--- src/rpd_consts.svh ---
`ifndef RPD_CONSTS_SVH
`define RPD_CONSTS_SVH
// Notes on behaviour
// - burst mode: first reading above threshold starts a 128-reading capture, level ignored.
// - the largest of the 128 captured readings is the burst result.
// - burst mode keeps the latest triggered burst result while no burst arrives.
// - continuous mode reports the peak of each 128 consecutive readings, no trigger.
// - continuous mode is selected after reset until burst mode is written.
// - output disabled forces the reported power to -99.00 dBm.
// - automatic shut-off mute forces the reported power to -96.00 dBm unless output is disabled.

// widths
`define RPD_SAMPLE_W 16
`define RPD_CNT_W 8
`define RPD_FREQ_W 16
`define RPD_ADDR_W 8
`define RPD_DATA_W 32
`define RPD_HELP_W 9

// capture window length in readings
`define RPD_WINDOW_LEN 128

// register byte addresses
`define RPD_ADDR_CTRL 8'h00
`define RPD_ADDR_THRESH 8'h04
`define RPD_ADDR_FREQ 8'h08
`define RPD_ADDR_POWER 8'h0C
`define RPD_ADDR_STATUS 8'h10

// field positions
`define RPD_CTRL_BURST 0
`define RPD_CTRL_DISABLE 1
`define RPD_STAT_BUSY 0
`define RPD_STAT_SEEN 1
`define RPD_STAT_MUTE 2
`define RPD_STAT_DISABLE 3
`define RPD_POWER_SEEN 16

// forced values, hundredths of a dBm, two's complement
`define RPD_PWR_DISABLED 16'hD954
`define RPD_PWR_MUTED 16'hDA80

// reset values
`define RPD_RST_THRESH 16'h0000
`define RPD_RST_FREQ 16'h0000
`define RPD_RST_PWR 16'h0000
`endif

--- src/rpd_pkg.sv ---
`include "rpd_consts.svh"
package rpd_pkg;
    typedef logic signed [`RPD_SAMPLE_W-1:0] rpd_sample_t;

    // capture phases of the peak window
    typedef enum logic {
        PH_IDLE,
        PH_CAPT
    } rpd_phase_e;

    // peak window state
    typedef struct packed {
        rpd_phase_e phase;
        logic [`RPD_CNT_W-1:0] count;
        rpd_sample_t peak;
        logic done;
    } rpd_peak_s;

    // report block state
    typedef struct packed {
        logic burstMode;
        logic txDisable;
        rpd_sample_t thresh;
        logic [`RPD_FREQ_W-1:0] freq;
        rpd_sample_t measured;
        rpd_sample_t power;
        logic reportNew;
        logic burstSeen;
        logic [`RPD_DATA_W-1:0] rdData;
    } rpd_regs_s;
endpackage

--- src/rpd_peak_window.sv ---
`include "rpd_consts.svh"
module rpd_peak_window #(
    parameter int WINDOW_LEN = `RPD_WINDOW_LEN
) (
    input wire logic clk_sys, // system clock
    input wire logic nrst, // async reset, active low
    input wire logic ce, // clock enable
    input wire logic clear, // abort any capture
    input wire logic first, // a capture may start on this reading
    input wire logic sampleValid, // reading strobe
    input wire rpd_pkg::rpd_sample_t sampleData, // detector reading
    output logic busy, // capture in progress
    output logic done, // window complete pulse
    output rpd_pkg::rpd_sample_t peakMax // largest reading of window
);
    localparam logic [`RPD_CNT_W-1:0] LAST = `RPD_CNT_W'(WINDOW_LEN - 1);
    localparam rpd_pkg::rpd_peak_s RST = '{rpd_pkg::PH_IDLE, '0, '0, 1'b0};

    rpd_pkg::rpd_peak_s st_r;
    rpd_pkg::rpd_peak_s st_nxt;

    // window sequencing and running maximum
    always_comb begin
        st_nxt = st_r;
        st_nxt.done = 1'b0;
        if (clear) begin
            st_nxt.phase = rpd_pkg::PH_IDLE;
            st_nxt.count = '0;
        end else if (sampleValid) begin
            case (st_r.phase)
                rpd_pkg::PH_IDLE: begin
                    if (first) begin
                        st_nxt.phase = rpd_pkg::PH_CAPT;
                        st_nxt.count = `RPD_CNT_W'(1);
                        st_nxt.peak = sampleData;
                    end
                end
                rpd_pkg::PH_CAPT: begin
                    if (sampleData > st_r.peak) begin
                        st_nxt.peak = sampleData;
                    end
                    if (st_r.count == LAST) begin
                        st_nxt.phase = rpd_pkg::PH_IDLE;
                        st_nxt.count = '0;
                        st_nxt.done = 1'b1;
                    end else begin
                        st_nxt.count = st_r.count + `RPD_CNT_W'(1);
                    end
                end
                default: begin
                    st_nxt.phase = rpd_pkg::PH_IDLE;
                end
            endcase
        end
    end

    // state register
    always_ff @(posedge clk_sys or negedge nrst) begin
        if (!nrst) begin
            st_r <= RST;
        end else if (ce) begin
            st_r <= st_nxt;
        end
    end

    assign busy = (st_r.phase == rpd_pkg::PH_CAPT);
    assign done = st_r.done;
    assign peakMax = st_r.peak;
endmodule // rpd_peak_window

--- src/rpd_power_report.sv ---
// Our own choices: the register offsets and the plain strobed port.
`include "rpd_consts.svh"
module rpd_power_report #(
    parameter int WINDOW_LEN = `RPD_WINDOW_LEN
) (
    input wire logic clk_sys, // system clock
    input wire logic nrst, // async reset, active low
    input wire logic ce, // clock enable
    input wire logic [`RPD_ADDR_W-1:0] regAddr, // register byte address
    input wire logic [`RPD_DATA_W-1:0] regWrData, // write data
    input wire logic regWrite, // write strobe
    input wire logic regRead, // read strobe
    output logic [`RPD_DATA_W-1:0] regRdData, // read data, cycle after strobe
    input wire logic sampleValid, // reading strobe
    input wire rpd_pkg::rpd_sample_t sampleData, // corrected reading
    input wire logic autoMute, // automatic shut-off active
    output rpd_pkg::rpd_sample_t reportPower, // reported power
    output logic reportNew, // report updated pulse
    output logic [`RPD_FREQ_W-1:0] calFreq // frequency to calibration
);
    localparam rpd_pkg::rpd_regs_s RST = '{
        1'b0,
        1'b0,
        `RPD_RST_THRESH,
        `RPD_RST_FREQ,
        `RPD_RST_PWR,
        `RPD_RST_PWR,
        1'b0,
        1'b0,
        '0
    };

    rpd_pkg::rpd_regs_s st_r;
    rpd_pkg::rpd_regs_s st_nxt;

    logic peakBusy;
    logic peakDone;
    rpd_pkg::rpd_sample_t peakMax;
    logic startOk;
    logic wrCtrl;
    logic modeChange;
    logic clearPeak;

    // register write decode
    assign wrCtrl = regWrite && (regAddr == `RPD_ADDR_CTRL);
    assign modeChange = wrCtrl && (regWrData[`RPD_CTRL_BURST] != st_r.burstMode);
    assign clearPeak = modeChange;

    // trigger: burst needs a reading above threshold, continuous does not
    always_comb begin
        if (st_r.burstMode) begin
            startOk = (sampleData > st_r.thresh);
        end else begin
            startOk = 1'b1;
        end
    end

    // capture window shared by both modes
    rpd_peak_window #(
        .WINDOW_LEN(WINDOW_LEN)
    ) u_peak (
        .clk_sys(clk_sys),
        .nrst(nrst),
        .ce(ce),
        .clear(clearPeak),
        .first(startOk),
        .sampleValid(sampleValid),
        .sampleData(sampleData),
        .busy(peakBusy),
        .done(peakDone),
        .peakMax(peakMax)
    );

    // registers, measurement hold and forced report values
    always_comb begin
        st_nxt = st_r;
        st_nxt.reportNew = 1'b0;
        st_nxt.rdData = '0;
        if (regWrite) begin
            case (regAddr)
                `RPD_ADDR_CTRL: begin
                    st_nxt.burstMode = regWrData[`RPD_CTRL_BURST];
                    st_nxt.txDisable = regWrData[`RPD_CTRL_DISABLE];
                end
                `RPD_ADDR_THRESH: begin
                    st_nxt.thresh = regWrData[`RPD_SAMPLE_W-1:0];
                end
                `RPD_ADDR_FREQ: begin
                    st_nxt.freq = regWrData[`RPD_FREQ_W-1:0];
                end
                default: begin
                    st_nxt.freq = st_r.freq;
                end
            endcase
        end
        if (peakDone) begin
            st_nxt.measured = peakMax;
            st_nxt.reportNew = 1'b1;
            if (st_r.burstMode) begin
                st_nxt.burstSeen = 1'b1;
            end
        end
        if (st_nxt.txDisable) begin
            st_nxt.power = `RPD_PWR_DISABLED;
        end else if (autoMute) begin
            st_nxt.power = `RPD_PWR_MUTED;
        end else begin
            st_nxt.power = st_nxt.measured;
        end
        if (regRead) begin
            case (regAddr)
                `RPD_ADDR_CTRL: begin
                    st_nxt.rdData[`RPD_CTRL_BURST] = st_r.burstMode;
                    st_nxt.rdData[`RPD_CTRL_DISABLE] = st_r.txDisable;
                end
                `RPD_ADDR_THRESH: begin
                    st_nxt.rdData[`RPD_SAMPLE_W-1:0] = st_r.thresh;
                end
                `RPD_ADDR_FREQ: begin
                    st_nxt.rdData[`RPD_FREQ_W-1:0] = st_r.freq;
                end
                `RPD_ADDR_POWER: begin
                    st_nxt.rdData[`RPD_SAMPLE_W-1:0] = st_r.power;
                    st_nxt.rdData[`RPD_POWER_SEEN] = st_r.burstSeen;
                end
                `RPD_ADDR_STATUS: begin
                    st_nxt.rdData[`RPD_STAT_BUSY] = peakBusy;
                    st_nxt.rdData[`RPD_STAT_SEEN] = st_r.burstSeen;
                    st_nxt.rdData[`RPD_STAT_MUTE] = autoMute;
                    st_nxt.rdData[`RPD_STAT_DISABLE] = st_r.txDisable;
                end
                default: begin
                    st_nxt.rdData = '0;
                end
            endcase
        end
    end

    // state register
    always_ff @(posedge clk_sys or negedge nrst) begin
        if (!nrst) begin
            st_r <= RST;
        end else if (ce) begin
            st_r <= st_nxt;
        end
    end

    // outputs straight from flops
    assign regRdData = st_r.rdData;
    assign reportPower = st_r.power;
    assign reportNew = st_r.reportNew;
    assign calFreq = st_r.freq;

    // helper: readings taken into the current window
    logic [`RPD_HELP_W-1:0] helpCnt;
    logic helpAcc;
    assign helpAcc = sampleValid && !clearPeak && (peakBusy || startOk);
    always_ff @(posedge clk_sys or negedge nrst) begin
        if (!nrst) begin
            helpCnt <= '0;
        end else if (ce) begin
            if (clearPeak) begin
                helpCnt <= '0;
            end else if (peakDone) begin
                helpCnt <= `RPD_HELP_W'(helpAcc);
            end else begin
                helpCnt <= helpCnt + `RPD_HELP_W'(helpAcc);
            end
        end
    end
endmodule // rpd_power_report

--- config.mk ---
export PLATFORM = sky130hd
export DESIGN_NAME = rpd_power_report
export DESIGN_NICKNAME = d
export VERILOG_FILES = /design/src/rpd_pkg.sv /design/src/rpd_peak_window.sv /design/src/rpd_power_report.sv
export VERILOG_INCLUDE_DIRS = /design/src
export SDC_FILE = /design/constraint.sdc
export NUM_CORES = 1
export LEC_CHECK = 0
export BUFFER_PORTS_ARGS = -buffer_cell sky130_fd_sc_hd__buf_4
export CELL_PAD_IN_SITES_DETAIL_PLACEMENT = 0
export CELL_PAD_IN_SITES_GLOBAL_PLACEMENT = 1
export CORE_AREA = 2 2 120 122
export CTS_CLUSTER_DIAMETER = 100
export DETAILED_ROUTE_END_ITERATION = 6
export DIE_AREA = 0 0 122 124
export PLACE_DENSITY_LB_ADDON = 0.1
export SLEW_MARGIN = 5
export SYNTH_ARGS = -nofsm -noshare
export SYNTH_HDL_FRONTEND = slang
export SYNTH_SLANG_ARGS = --single-unit
--- constraint.sdc ---
create_clock -name clk_sys -period 6 [get_ports clk_sys]
set_clock_uncertainty 0.2 [all_clocks]
set_input_delay 0.3 -clock clk_sys [delete_from_list [all_inputs] [get_ports clk_sys]]
set_output_delay 0.3 -clock clk_sys [all_outputs]
set_load 0.05 [all_outputs]
==> reports/results.ini, run 1 <==
[place]
port_buffers = 96
dpl.hpwl_mm = 10.77
routabilityCongestion = 0.7993
postPlaceCellArea_sq_um = 6694

[cts]
cts.clk_slew.worst_paths_ns = 0.07
numCtsBuffers = 9
cts-root-buf = clkbuf_16
cts_resized = 0
cts_buffer_depth = 2
insertion_delay_ns = 0.35
clock_sinks = 111
cts_tree = done
htree_levels = 3

[final_layout]
final_common_cell = dfrtp_1
drive_gt1_share_pct = 23.46
area_growth_pct = 14.64
final_nets = 774
diodes = 0
final_cell_mix = 111 x dfrtp_1, 99 x buf_4, 63 x inv_1, 63 x nand2_1, 57 x o21ai_0
finish.instance_area_sq_um = 7189
num-fill-cells = 1245

[route]
vias = 4509
postRouteAntennaNets = 0
drc_errors = 0
via_per_inst = 5.231
routedWlPerCell_um = 17.39
totalWireLength_mm = 14.99
detail_route.iter0.violations = 254
drt_first_pass_iters = 4

[synth]
synth_top_cells_by_area = dfrtp_1 44%, buf_4 7.8%, ha_1 6.6%
synth-seq-cells = 111
synth_edf_count = 0
yosys_warnings = 0
synth_cell_type_count = 58
synth_top_area_share_pct = 44.29
ys_seq_area_share_pct = 44.29
async_reset_ff_share_pct = 100.0
synthCells = 628
synthFlopType = dfrtp_1
syn_avg_cell_area_sq_um = 9.986
synthesis.area_sq_um = 6271
netlist.top_cell.by_area = dfrtp_1

[floorplanning]
die_area_sq_um = 15130
rows = 43
die_y_um = 124
ios = 128
die_x_um = 122
start_util_pct = 45.71
core_sq_um = 13720

[hold_path]
hold_class = in -> reg
hp-start = regWrData[1]

[global_route]
grt.overflow.total = 0
grtUsageTotal_pct = 20.31
grt_pass1_vias = 4387
grt_max_degree = 64
grt_pass1_wl_mm = 23.41
antenna_found_initial = 0

[sta]
slew_violations = 0
worst_pin_slew_ns = 1.056
rsz0062_at_grt = no
hold_violations = 0
fmax_mhz = 305.6
finalCritPeriodShare_pct = 54.54
slew_headroom_pct = 29.52
period_minus_slack_ns = 3.272
setup_violations = 0
setup_tns_ns = 0

[power]
p_leak_nw = 3.427
p_per_area_nw_per_um2 = 293.8
irDropWorstVdd_mv = 0.1576

[critical_path]
end_kind = register
criticalPathCategory = reg -> reg
start_kind = register
crit_path_max_fanout = 16
arrival_ns = 3.31
cp.required_ns = 6.04
r2r-start = u_peak.peakMax[5]
startpoint = u_peak.peakMax[5]

[status]
status = completed

[flow_run]
drv_cap = 0

==> synth_stat cells, types with 5 or more instances <==
cell and n:
mux2_2 23, nand4_1 7, inv_1 63, o211ai_1 8, o21ai_0 57, dfrtp_1 111
a22oi_1 16, buf_4 65, nor2_1 14, nor2b_1 7, o21a_1 5, a21oi_1 21
mux2i_1 16, o22ai_1 26, nand3_1 6, ha_1 33, mux2_4 10, a21o_1 5
nand2_1 63, clkbuf_1 18
==> state kept, by name (all words and copies together), names as in the netlist <==
register        count
reportPower        16
u_peak.done         1
calFreq            16
st_r               35
u_peak.busy         1
u_peak.st_r         8
regRdData          17
u_peak.peakMax     16
reportNew           1
==> critical path, stage by stage (launching register included) <==
cell and delay (ns):
dfrtp_1 0.37, inv_1 0.07, ha_1 0.29, a21o_1 0.19, a221o_1 0.31, a21oi_1 0.24
o211ai_1 0.14, o21ai_0 0.17, a211o_1 0.74, mux2_2 0.41
==> power breakdown <==
part | switching (W) | internal [W] | leakage, nW
Clock | 0.000278 | 0.000405 | 0.158
Sequential | 0.0000689 | 0.000835 | 1.39
Combinational | 0.000292 | 0.000233 | 1.88
==> through the flow <==
stage	util, %	hold slack (ns)	total power (W)	std cells	setup WS (ns)
global route	52.40	0.009960	0.002230	862	2.519
detailed placement	48.79	0.1844	0.001432	831	2.745
finish	52.40	0.01316	0.002113	862	2.728
CTS	52.40	0.003958	0.002129	862	2.743
global placement	48.79	0.1768	0.001416	831	2.760
floorplan	-	-0.1956	0.001304	642	3.417
==> metal layers <==
metal / track usage, % / vias to the layer above / part of all wire (%)
met5: 0 / - / 0
met4: 6.681 / 0 / 1.4
met3: 3.251 / 15 / 3.5
met2: 31.84 / 86 / 46
met1: 28.81 / 2192 / 49
li1: - / 2216 / -
==> what timing repair did <==
item                                   4_1_cts  5_1_grt
endpoints found under the hold margin       76        0
buffers inserted                             0        0
hold buffers                                16        0
==> kinds of logic (layout without fill, tap and decap cells) <==
logic type | count (synthesis) | count (layout) | share of synthesized area (%)
other cells | 1 | 15 | 0.05980
compound gates | 158 | 158 | 15.74
buf+inv | 153 | 193 | 13.39
flops | 111 | 111 | 44.29
fa+ha+maj | 33 | 33 | 6.584
xor+xnor | 1 | 1 | 0.1397
simple gates | 117 | 117 | 9.278
mux | 54 | 54 | 10.51
==> path summary, 6_finish.rpt <==
path / endpoint / slack [ns] / depth (start not counted)
setup / recovery: u_peak.peakMax[15] / 2.73 / 9
hold / removal: st_r[83] / 0.01 / 3
setup reg to reg: u_peak.peakMax[15] / 2.73 / 9
hold reg to reg: u_peak.st_r[24] / 0.28 / 1
max in group asynchronous: st_r[61] / 4.03 / 3
min in group asynchronous: regRdData[16] / 0.31 / 2
==> final cells by class <==
class / instances / area [sq um] / area share [%]
clock buffers: 9 / 225.2 / 3.133
clock inverters: 6 / 110.1 / 1.532
inverters: 63 / 236.5 / 3.289
multi-input cells: 378 / 2711 / 37.71
flip-flops and latches: 111 / 2778 / 38.64
well taps: 180 / 225.2 / 3.133
repair buffers: 115 / 903.4 / 12.57
Note: power is estimated with default switching activity, not from simulation.
==> run 2, diff against run 1 <==
--- a/config.mk
+++ b/config.mk
@@ -9,10 +9,10 @@
 export BUFFER_PORTS_ARGS = -buffer_cell sky130_fd_sc_hd__buf_4
 export CELL_PAD_IN_SITES_DETAIL_PLACEMENT = 0
 export CELL_PAD_IN_SITES_GLOBAL_PLACEMENT = 1
-export CORE_AREA = 2 2 120 122
+export CORE_AREA = 2 2 132 134
 export CTS_CLUSTER_DIAMETER = 100
 export DETAILED_ROUTE_END_ITERATION = 6
-export DIE_AREA = 0 0 122 124
+export DIE_AREA = 0 0 134 136
 export PLACE_DENSITY_LB_ADDON = 0.1
 export SLEW_MARGIN = 5
 export SYNTH_ARGS = -nofsm -noshare
==> constraint.sdc (replaced) <==
create_clock -name clk_sys -period 2.6 [get_ports clk_sys]
set_clock_uncertainty 0.2 [all_clocks]
set_input_delay 0.13 -clock clk_sys [delete_from_list [all_inputs] [get_ports clk_sys]]
set_output_delay 0.13 -clock clk_sys [all_outputs]
set_load 0.05 [all_outputs]
==> reports/results.ini, run 2 (synthesis gave the netlist of run 1 again) <==
[status]
status = finished with violations  ; was completed
violations = negative setup slack

[power]
power_w = 0.004942  ; was 0.002113 W
p_leak_nw = 3.735  ; was 3.427 nW
p_per_area_nw_per_um2 = 616.9  ; was 293.8 nW/um^2
irDropWorstVdd_mv = 0.3100  ; was 0.1576 mV

[floorplanning]
die_y_um = 136  ; was 124 um
ios = 128  ; unchanged
die_x_um = 134  ; was 122 um
core_sq_um = 16880  ; was 13720 sq um
die_area_sq_um = 18220  ; was 15130 sq um
start_util_pct = 37.16  ; was 45.71%
rows = 48  ; was 43

[cts]
numCtsBuffers = 9  ; unchanged
cts_buffer_depth = 2  ; unchanged
htree_levels = 3  ; unchanged
cts_tree = done  ; unchanged
cts.clk_slew.worst_paths_ns = 0.07  ; about the same
clock_sinks = 111  ; unchanged
cts-root-buf = clkbuf_16  ; unchanged
insertion_delay_ns = 0.35  ; about the same

[route]
drt_first_pass_iters = 4  ; unchanged
totalWireLength_mm = 16.42  ; was 14.99 mm
drc_errors = 0  ; unchanged
detail_route.iter0.violations = 188  ; was 254
routedWlPerCell_um = 16.84  ; was 17.39 um
vias = 4708  ; was 4509
postRouteAntennaNets = 0  ; unchanged
via_per_inst = 4.829  ; was 5.231

[critical_path]
cp.required_ns = 2.64  ; was 6.04 ns
reg2reg_depth = 10  ; was 9
start_kind = register  ; unchanged
arrival_ns = 2.65  ; was 3.31 ns
criticalPathCategory = reg -> reg  ; unchanged
end_kind = register  ; unchanged
crit_path_max_fanout = 6  ; was 16

[flow_run]
drv_cap = 0  ; unchanged

[sta]
rsz0062_at_grt = yes  ; was no
whs_ns = 0.03355  ; was 0.01316 ns
setup_violations = 3  ; was 0
hold_violations = 0  ; unchanged
fmax_mhz = 383.7  ; was 305.6 MHz
finalCritPeriodShare_pct = 100.2  ; was 54.54%
worst_pin_slew_ns = 0.6592  ; was 1.056 ns
period_minus_slack_ns = 2.606  ; was 3.272 ns
worst_slack_ns = -0.006439  ; was 2.728 ns
slew_violations = 0  ; unchanged
slew_headroom_pct = 55.96  ; was 29.52%

[hold_path]
hold_class = in -> reg  ; unchanged
worstHoldPathCells = 4  ; was 3

[final_layout]
final_common_cell = buf_4  ; was dfrtp_1
finish.instance_area_sq_um = 8010  ; was 7189 sq um
drive_gt1_share_pct = 31.33  ; was 23.46%
final_nets = 842  ; was 774
diodes = 0  ; unchanged
regMostFlops = st_r  ; unchanged
area_growth_pct = 27.73  ; was 14.64%
largest_register_ffs = 35  ; unchanged
final_cell_mix = 138 x buf_4, 111 x dfrtp_1, 62 x nand2_1  ; was 111 x dfrtp_1, 99 x buf_4, 63 x inv_1, 63 x nand2_1, 57 x o21ai_0

[global_route]
grt_pass1_wl_mm = 25.69  ; was 23.41 mm
grt_max_degree = 73  ; was 64
grt.overflow.total = 0  ; unchanged
grt_pass1_vias = 4717  ; was 4387
antenna_found_initial = 0  ; unchanged
grtUsageTotal_pct = 18.34  ; was 20.31%

[place]
postPlaceCellArea_sq_um = 7081  ; was 6694 sq um
port_buffers = 96  ; unchanged
dpl.hpwl_mm = 12.31  ; was 10.77 mm
routabilityCongestion = 0.8162  ; was 0.7993

## run 2: cell count changes in the layout (fill, tap and decap cells not counted), sizes merged
cell / change
dlygate4sd3: +23
bufinv: -3
clkbuf: +4
clkinvlp: -1
buf: +44
clkinv: +1
## run 2: power breakdown
| group | internal [W] | switching (W) | leakage [nW] |
|---|---|---|---|
| clock network | 0.000722 | 0.000639 | 0.140 |
| registers | 0.00193 | 0.000146 | 1.39 |
| logic | 0.000746 | 0.000762 | 2.21 |
## run 2: worst paths after layout
path | start | end | slack (ns)
setup / recovery | st_r[88] | u_peak.peakMax[13] | -0.006
hold / removal | regAddr[3] | st_r[99] | 0.03
setup reg to reg | st_r[88] | u_peak.peakMax[13] | -0.006
hold reg to reg | st_r[65] | st_r[65] | 0.28
max in group asynchronous | nrst | u_peak.peakMax[15] | 1.60
min in group asynchronous | nrst | regRdData[1] | 0.15
## run 2: area by class of cell
type,instances,area (sq um)
Clock buffer,12,266.5
Clock inverter,3,17.52
Fill cell,1622,8866
Inverter,63,236.5
Multi-Input combinational cell,378,2903
Sequential cell,111,2778
Tap cell,225,281.5
Timing Repair Buffer,183,1528
## run 2: stage by stage
step | setup WS, ns | utilization [%] | TNS (ns) | cells
detailed placement | -0.09540 | 41.96 | -1.278 | 915
CTS | -0.005178 | 46.48 | -0.005178 | 970
finish | -0.006439 | 47.46 | -0.01428 | 975
global placement | -0.04941 | 41.96 | -0.6331 | 915
floorplan | 0.01665 | - | 0 | 642
global route | -0.1531 | 47.46 | -2.127 | 975
## run 2: what timing repair did
item | 4_1_cts | 5_1_grt
hold buffers | 39 | 0
hold endpoints to repair | 170 | 0
gates cloned | 0 | 2
resized for setup | 14 | 23
setup buffers | 1 | 4
setup endpoints to repair | 16 | 25
pin swaps | 4 | 9
## run 2: critical path, stage by stage, from the launching register on
cell and delay, ns:
dfrtp_1 0.34, inv_2 0.07, ha_4 0.27, nand4_1 0.20, nor4_4 0.30, a221oi_2 0.10, a21oi_2 0.15, nand2_1 0.09
a211o_4 0.31, clkbuf_16 0.17, mux2_4 0.29
## run 2: metal layers
metal,global-route usage (%),routed length (um)
met1,26.37,8048
met2,28.92,7588
met5,0,0
met3,3.244,636
met4,4.137,150
==> run 3, diff against run 2 <==
--- a/config.mk
+++ b/config.mk
@@ -6,14 +6,16 @@
 export SDC_FILE = /design/constraint.sdc
 export NUM_CORES = 1
 export LEC_CHECK = 0
+export ABC_AREA = 1
 export BUFFER_PORTS_ARGS = -buffer_cell sky130_fd_sc_hd__buf_4
 export CELL_PAD_IN_SITES_DETAIL_PLACEMENT = 0
 export CELL_PAD_IN_SITES_GLOBAL_PLACEMENT = 1
-export CORE_AREA = 2 2 132 134
+export CORE_AREA = 2 2 136 138
 export CTS_CLUSTER_DIAMETER = 100
 export DETAILED_ROUTE_END_ITERATION = 6
-export DIE_AREA = 0 0 134 136
+export DIE_AREA = 0 0 138 140
 export PLACE_DENSITY_LB_ADDON = 0.1
+export REMOVE_ABC_BUFFERS = 1
 export SLEW_MARGIN = 5
 export SYNTH_ARGS = -nofsm -noshare
 export SYNTH_HDL_FRONTEND = slang
==> reports/results.ini, run 3 <==
[synth]
netlist.top_cell.by_area = dfrtp_1  ; unchanged
synth_cell_type_count = 46  ; was 58
synthFlopType = dfrtp_1  ; unchanged
yosys_warnings = 0  ; unchanged
yosys-top-cells-count = 179 x nand2_1, 111 x dfrtp_1, 108 x inv_1  ; was 111 x dfrtp_1, 65 x buf_4, 63 x inv_1, 63 x nand2_1, 57 x o21ai_0
synthesis.area_sq_um = 6454  ; was 6271 sq um
syn_avg_cell_area_sq_um = 8.295  ; was 9.986 sq um
synth_top_cells_by_area = dfrtp_1 43%, nand2_1 10%, buf_4 7.7%  ; was dfrtp_1 44%, buf_4 7.8%, ha_1 6.6%
synth_top_area_share_pct = 43.04  ; was 44.29%
yosysMostFrequentCell = nand2_1  ; was dfrtp_1
ys_seq_area_share_pct = 43.04  ; was 44.29%
async_reset_ff_share_pct = 100.0  ; unchanged
synth_edf_count = 0  ; unchanged
synthCells = 778  ; was 628
synth-seq-cells = 111  ; unchanged

[power]
p_comb_share_pct = 26.1  ; was 30.5%
power_w = 0.004966  ; was 0.004942 W
swShare_pct = 33.19  ; was 31.31%
seqPwrFrac_pct = 41.7  ; was 41.9%
irDropWorstVdd_mv = 0.3563  ; was 0.3100 mV
clkPwrFrac_pct = 32.2  ; was 27.5%
p_int_w = 0.003318  ; was 0.003395 W
p_switching_w = 0.001649  ; was 0.001547 W
p_leak_nw = 3.898  ; was 3.735 nW
p_per_area_nw_per_um2 = 642.5  ; was 616.9 nW/um^2

[critical_path]
slowest_delay_ns = 0.54  ; was 0.34 ns
crit_path_max_fanout = 16  ; was 6
arrival_ns = 2.48  ; was 2.65 ns
reg2reg_depth = 13  ; was 10
path_delay_family = simple AND/OR/NAND/NOR gates  ; unchanged
end_kind = register  ; unchanged
cpMaxStageDelayCell = dlygate4sd3_1  ; was dfrtp_1
cp_num_cells = 16  ; was 10
path_buf_inv = 4  ; was 2
rrSetupSlack_ns = 0.18  ; was -0.006 ns
criticalPathCategory = in -> reg  ; was reg -> reg
cp.required_ns = 2.64  ; about the same
path_cells = dlygate4sd3_1 > buf_4 > ha_1 > nand2_1 > inv_1 > nand3_1 > nor2_1 > nand3_1 > nor2_1 > a21oi_2 > nand2_2 > nand3_1 > nand2_2 > inv_1 > nand2_1 > nand2_1  ; was inv_2 > ha_4 > nand4_1 > nor4_4 > a221oi_2 > a21oi_2 > nand2_1 > a211o_4 > clkbuf_16 > mux2_4
start_kind = primary input  ; was register

[global_route]
grt_pass1_vias = 5184  ; was 4717
grtUsageTotal_pct = 18.27  ; was 18.34%
antenna_found_initial = 0  ; unchanged
grt_max_degree = 47  ; was 73
grt_pass1_wl_mm = 28.01  ; was 25.69 mm
grt.overflow.total = 0  ; unchanged

[sta]
fmax_mhz = 410.1  ; was 383.7 MHz
slew_headroom_pct = 57.85  ; was 55.96%
worst_slack_ns = 0.1615  ; was -0.006439 ns
hold_violations = 0  ; unchanged
finalCritPeriodShare_pct = 93.79  ; was 100.2%
setup_tns_ns = 0  ; was -0.01428 ns
rsz0062_at_grt = no  ; was yes
worst_pin_slew_ns = 0.6323  ; was 0.6592 ns
slew_violations = 0  ; unchanged
whs_ns = 0.01952  ; was 0.03355 ns
setup_violations = 0  ; was 3
period_minus_slack_ns = 2.438  ; was 2.606 ns

[hold_path]
hold_class = in -> reg  ; unchanged
worstHoldPathCells = 4  ; unchanged

[flow_run]
drv_cap = 0  ; unchanged

[place]
dpl.hpwl_mm = 13.08  ; was 12.31 mm
routabilityCongestion = 0.8035  ; was 0.8162
postPlaceCellArea_sq_um = 7019  ; was 7081 sq um
dp_slack_ns = 0.1873  ; was -0.09540 ns
port_buffers = 96  ; unchanged

[cts]
clock_sinks = 111  ; unchanged
cts-root-buf = clkbuf_16  ; unchanged
htree_levels = 3  ; unchanged
cts.clk_slew.worst_paths_ns = 0.07  ; about the same
insertion_delay_ns = 0.36  ; was 0.35 ns
numCtsBuffers = 9  ; unchanged
cts_tree = done  ; unchanged
post-cts-setup-buffers = 0  ; was 1
cts_buffer_depth = 2  ; unchanged

[route]
drc_errors = 0  ; unchanged
detail_route.iter0.violations = 304  ; was 188
wl_met1_mm = 8.730  ; was 8.048 mm
routedWlPerCell_um = 16.08  ; was 16.84 um
via_per_inst = 4.795  ; was 4.829
postRouteAntennaNets = 0  ; unchanged
highest-signal-layer = met4  ; unchanged
drt_first_pass_iters = 5  ; was 4
totalWireLength_mm = 17.52  ; was 16.42 mm
dr_wl_met2_mm = 7.897  ; was 7.588 mm
vias = 5227  ; was 4708
wl_met3_um = 738  ; was 636 um

[floorplanning]
die_y_um = 140  ; was 136 um
die_area_sq_um = 19320  ; was 18220 sq um
die_x_um = 138  ; was 134 um
core_sq_um = 17780  ; was 16880 sq um
start_util_pct = 36.30  ; was 37.16%
ios = 128  ; unchanged
rows = 49  ; was 48

[final_layout]
diodes = 0  ; unchanged
final_common_cell = nand2_1  ; was buf_4
drive_gt1_share_pct = 18.23  ; was 31.33%
regMostFlops = st_r  ; unchanged
finish.instance_area_sq_um = 7730  ; was 8010 sq um
final_nets = 953  ; was 842
final_cell_mix = 179 x nand2_1, 111 x dfrtp_1, 108 x inv_1  ; was 138 x buf_4, 111 x dfrtp_1, 62 x nand2_1
largest_register_ffs = 35  ; unchanged
area_growth_pct = 19.78  ; was 27.73%

[status]
status = completed  ; was finished with violations

run 3: cell types whose count changed after synthesis, sizes merged, moves of 8 or more:
cell and change:
o22ai -12, nand2 +126, nand3 +16, o21ai +31, mux2i -17, a22oi -16
inv +47, nor2 +18, mux2 -35, a21oi +8, nand4 +13
run 3: layout make-up:
cell class	count	area, sq um
well taps	229	286.5
clock buffers	10	229.0
fillers	1808	10050
repair buffers	144	1211
flip-flops and latches	111	2778
clock inverters	5	106.4
inverters	110	412.9
multi-input cells	481	2706
run 3: per-stage QoR:
| stage | std cells | util, % |
|---|---|---|
| finish | 1090 | 43.48 |
| global route | 1090 | 43.48 |
| CTS | 1090 | 43.45 |
| detailed placement | 1038 | 39.48 |
| global placement | 1038 | 39.48 |
| floorplan | 702 | - |
run 3: routing by layer:
metal / global-route usage (%) / up-vias
met3: 3.009 / 11
met4: 4.887 / 0
li1: - / 2619
met1: 26.39 / 2482
met5: 0 / -
met2: 28.58 / 115
run 3: cells by family after synthesis:
family,Yosys count,synth area share (%)
other,1,0.05811
XOR/XNOR,1,0.1357
AO/OA/AOI/OAI,160,14.99
buffers and inverters,200,15.92
adder cells (fa/ha/maj),33,6.398
AND/OR/NAND/NOR,272,19.47
flip-flops,111,43.04
run 3: power by group through the flow:
stage | Clock, W | Sequential [W] | Combinational (W)
6_report | 0.00160 | 0.00207 | 0.00130
3_3_place_gp | 0 | 0.00209 | 0.00123
5_1_grt | 0.00172 | 0.00209 | 0.00147
3_5_place_dp | 0 | 0.00209 | 0.00126
2_1_floorplan | 0 | 0.00221 | 0.000672
4_1_cts | 0.00165 | 0.00207 | 0.00130
run 3: path summary, 6_finish.rpt:
kind,endpoint,startpoint
max in group asynchronous,u_peak.st_r[18],nrst
min in group asynchronous,calFreq[13],nrst
hold reg to reg,st_r[52],st_r[52]
setup / recovery,u_peak.st_r[17],sampleData[11]
setup reg to reg,u_peak.st_r[17],st_r[95]
hold / removal,u_peak.busy,sampleValid
run 3: timing repair:
action / 4_1_cts / 5_1_grt
gates resized for setup: 0 / 1
hold buffers: 37 / 0
hold endpoints to repair: 112 / 0
setup endpoints to repair: 0 / 1
run 3: worst reg2reg max path, delay by kind of cell (launching register included):
family | cells | cell delay, ns
compound gates | 1 | 0.05
buf+inv | 2 | 0.16
simple gates | 9 | 1.23
fa+ha+maj | 1 | 0.32
flops | 1 | 0.35
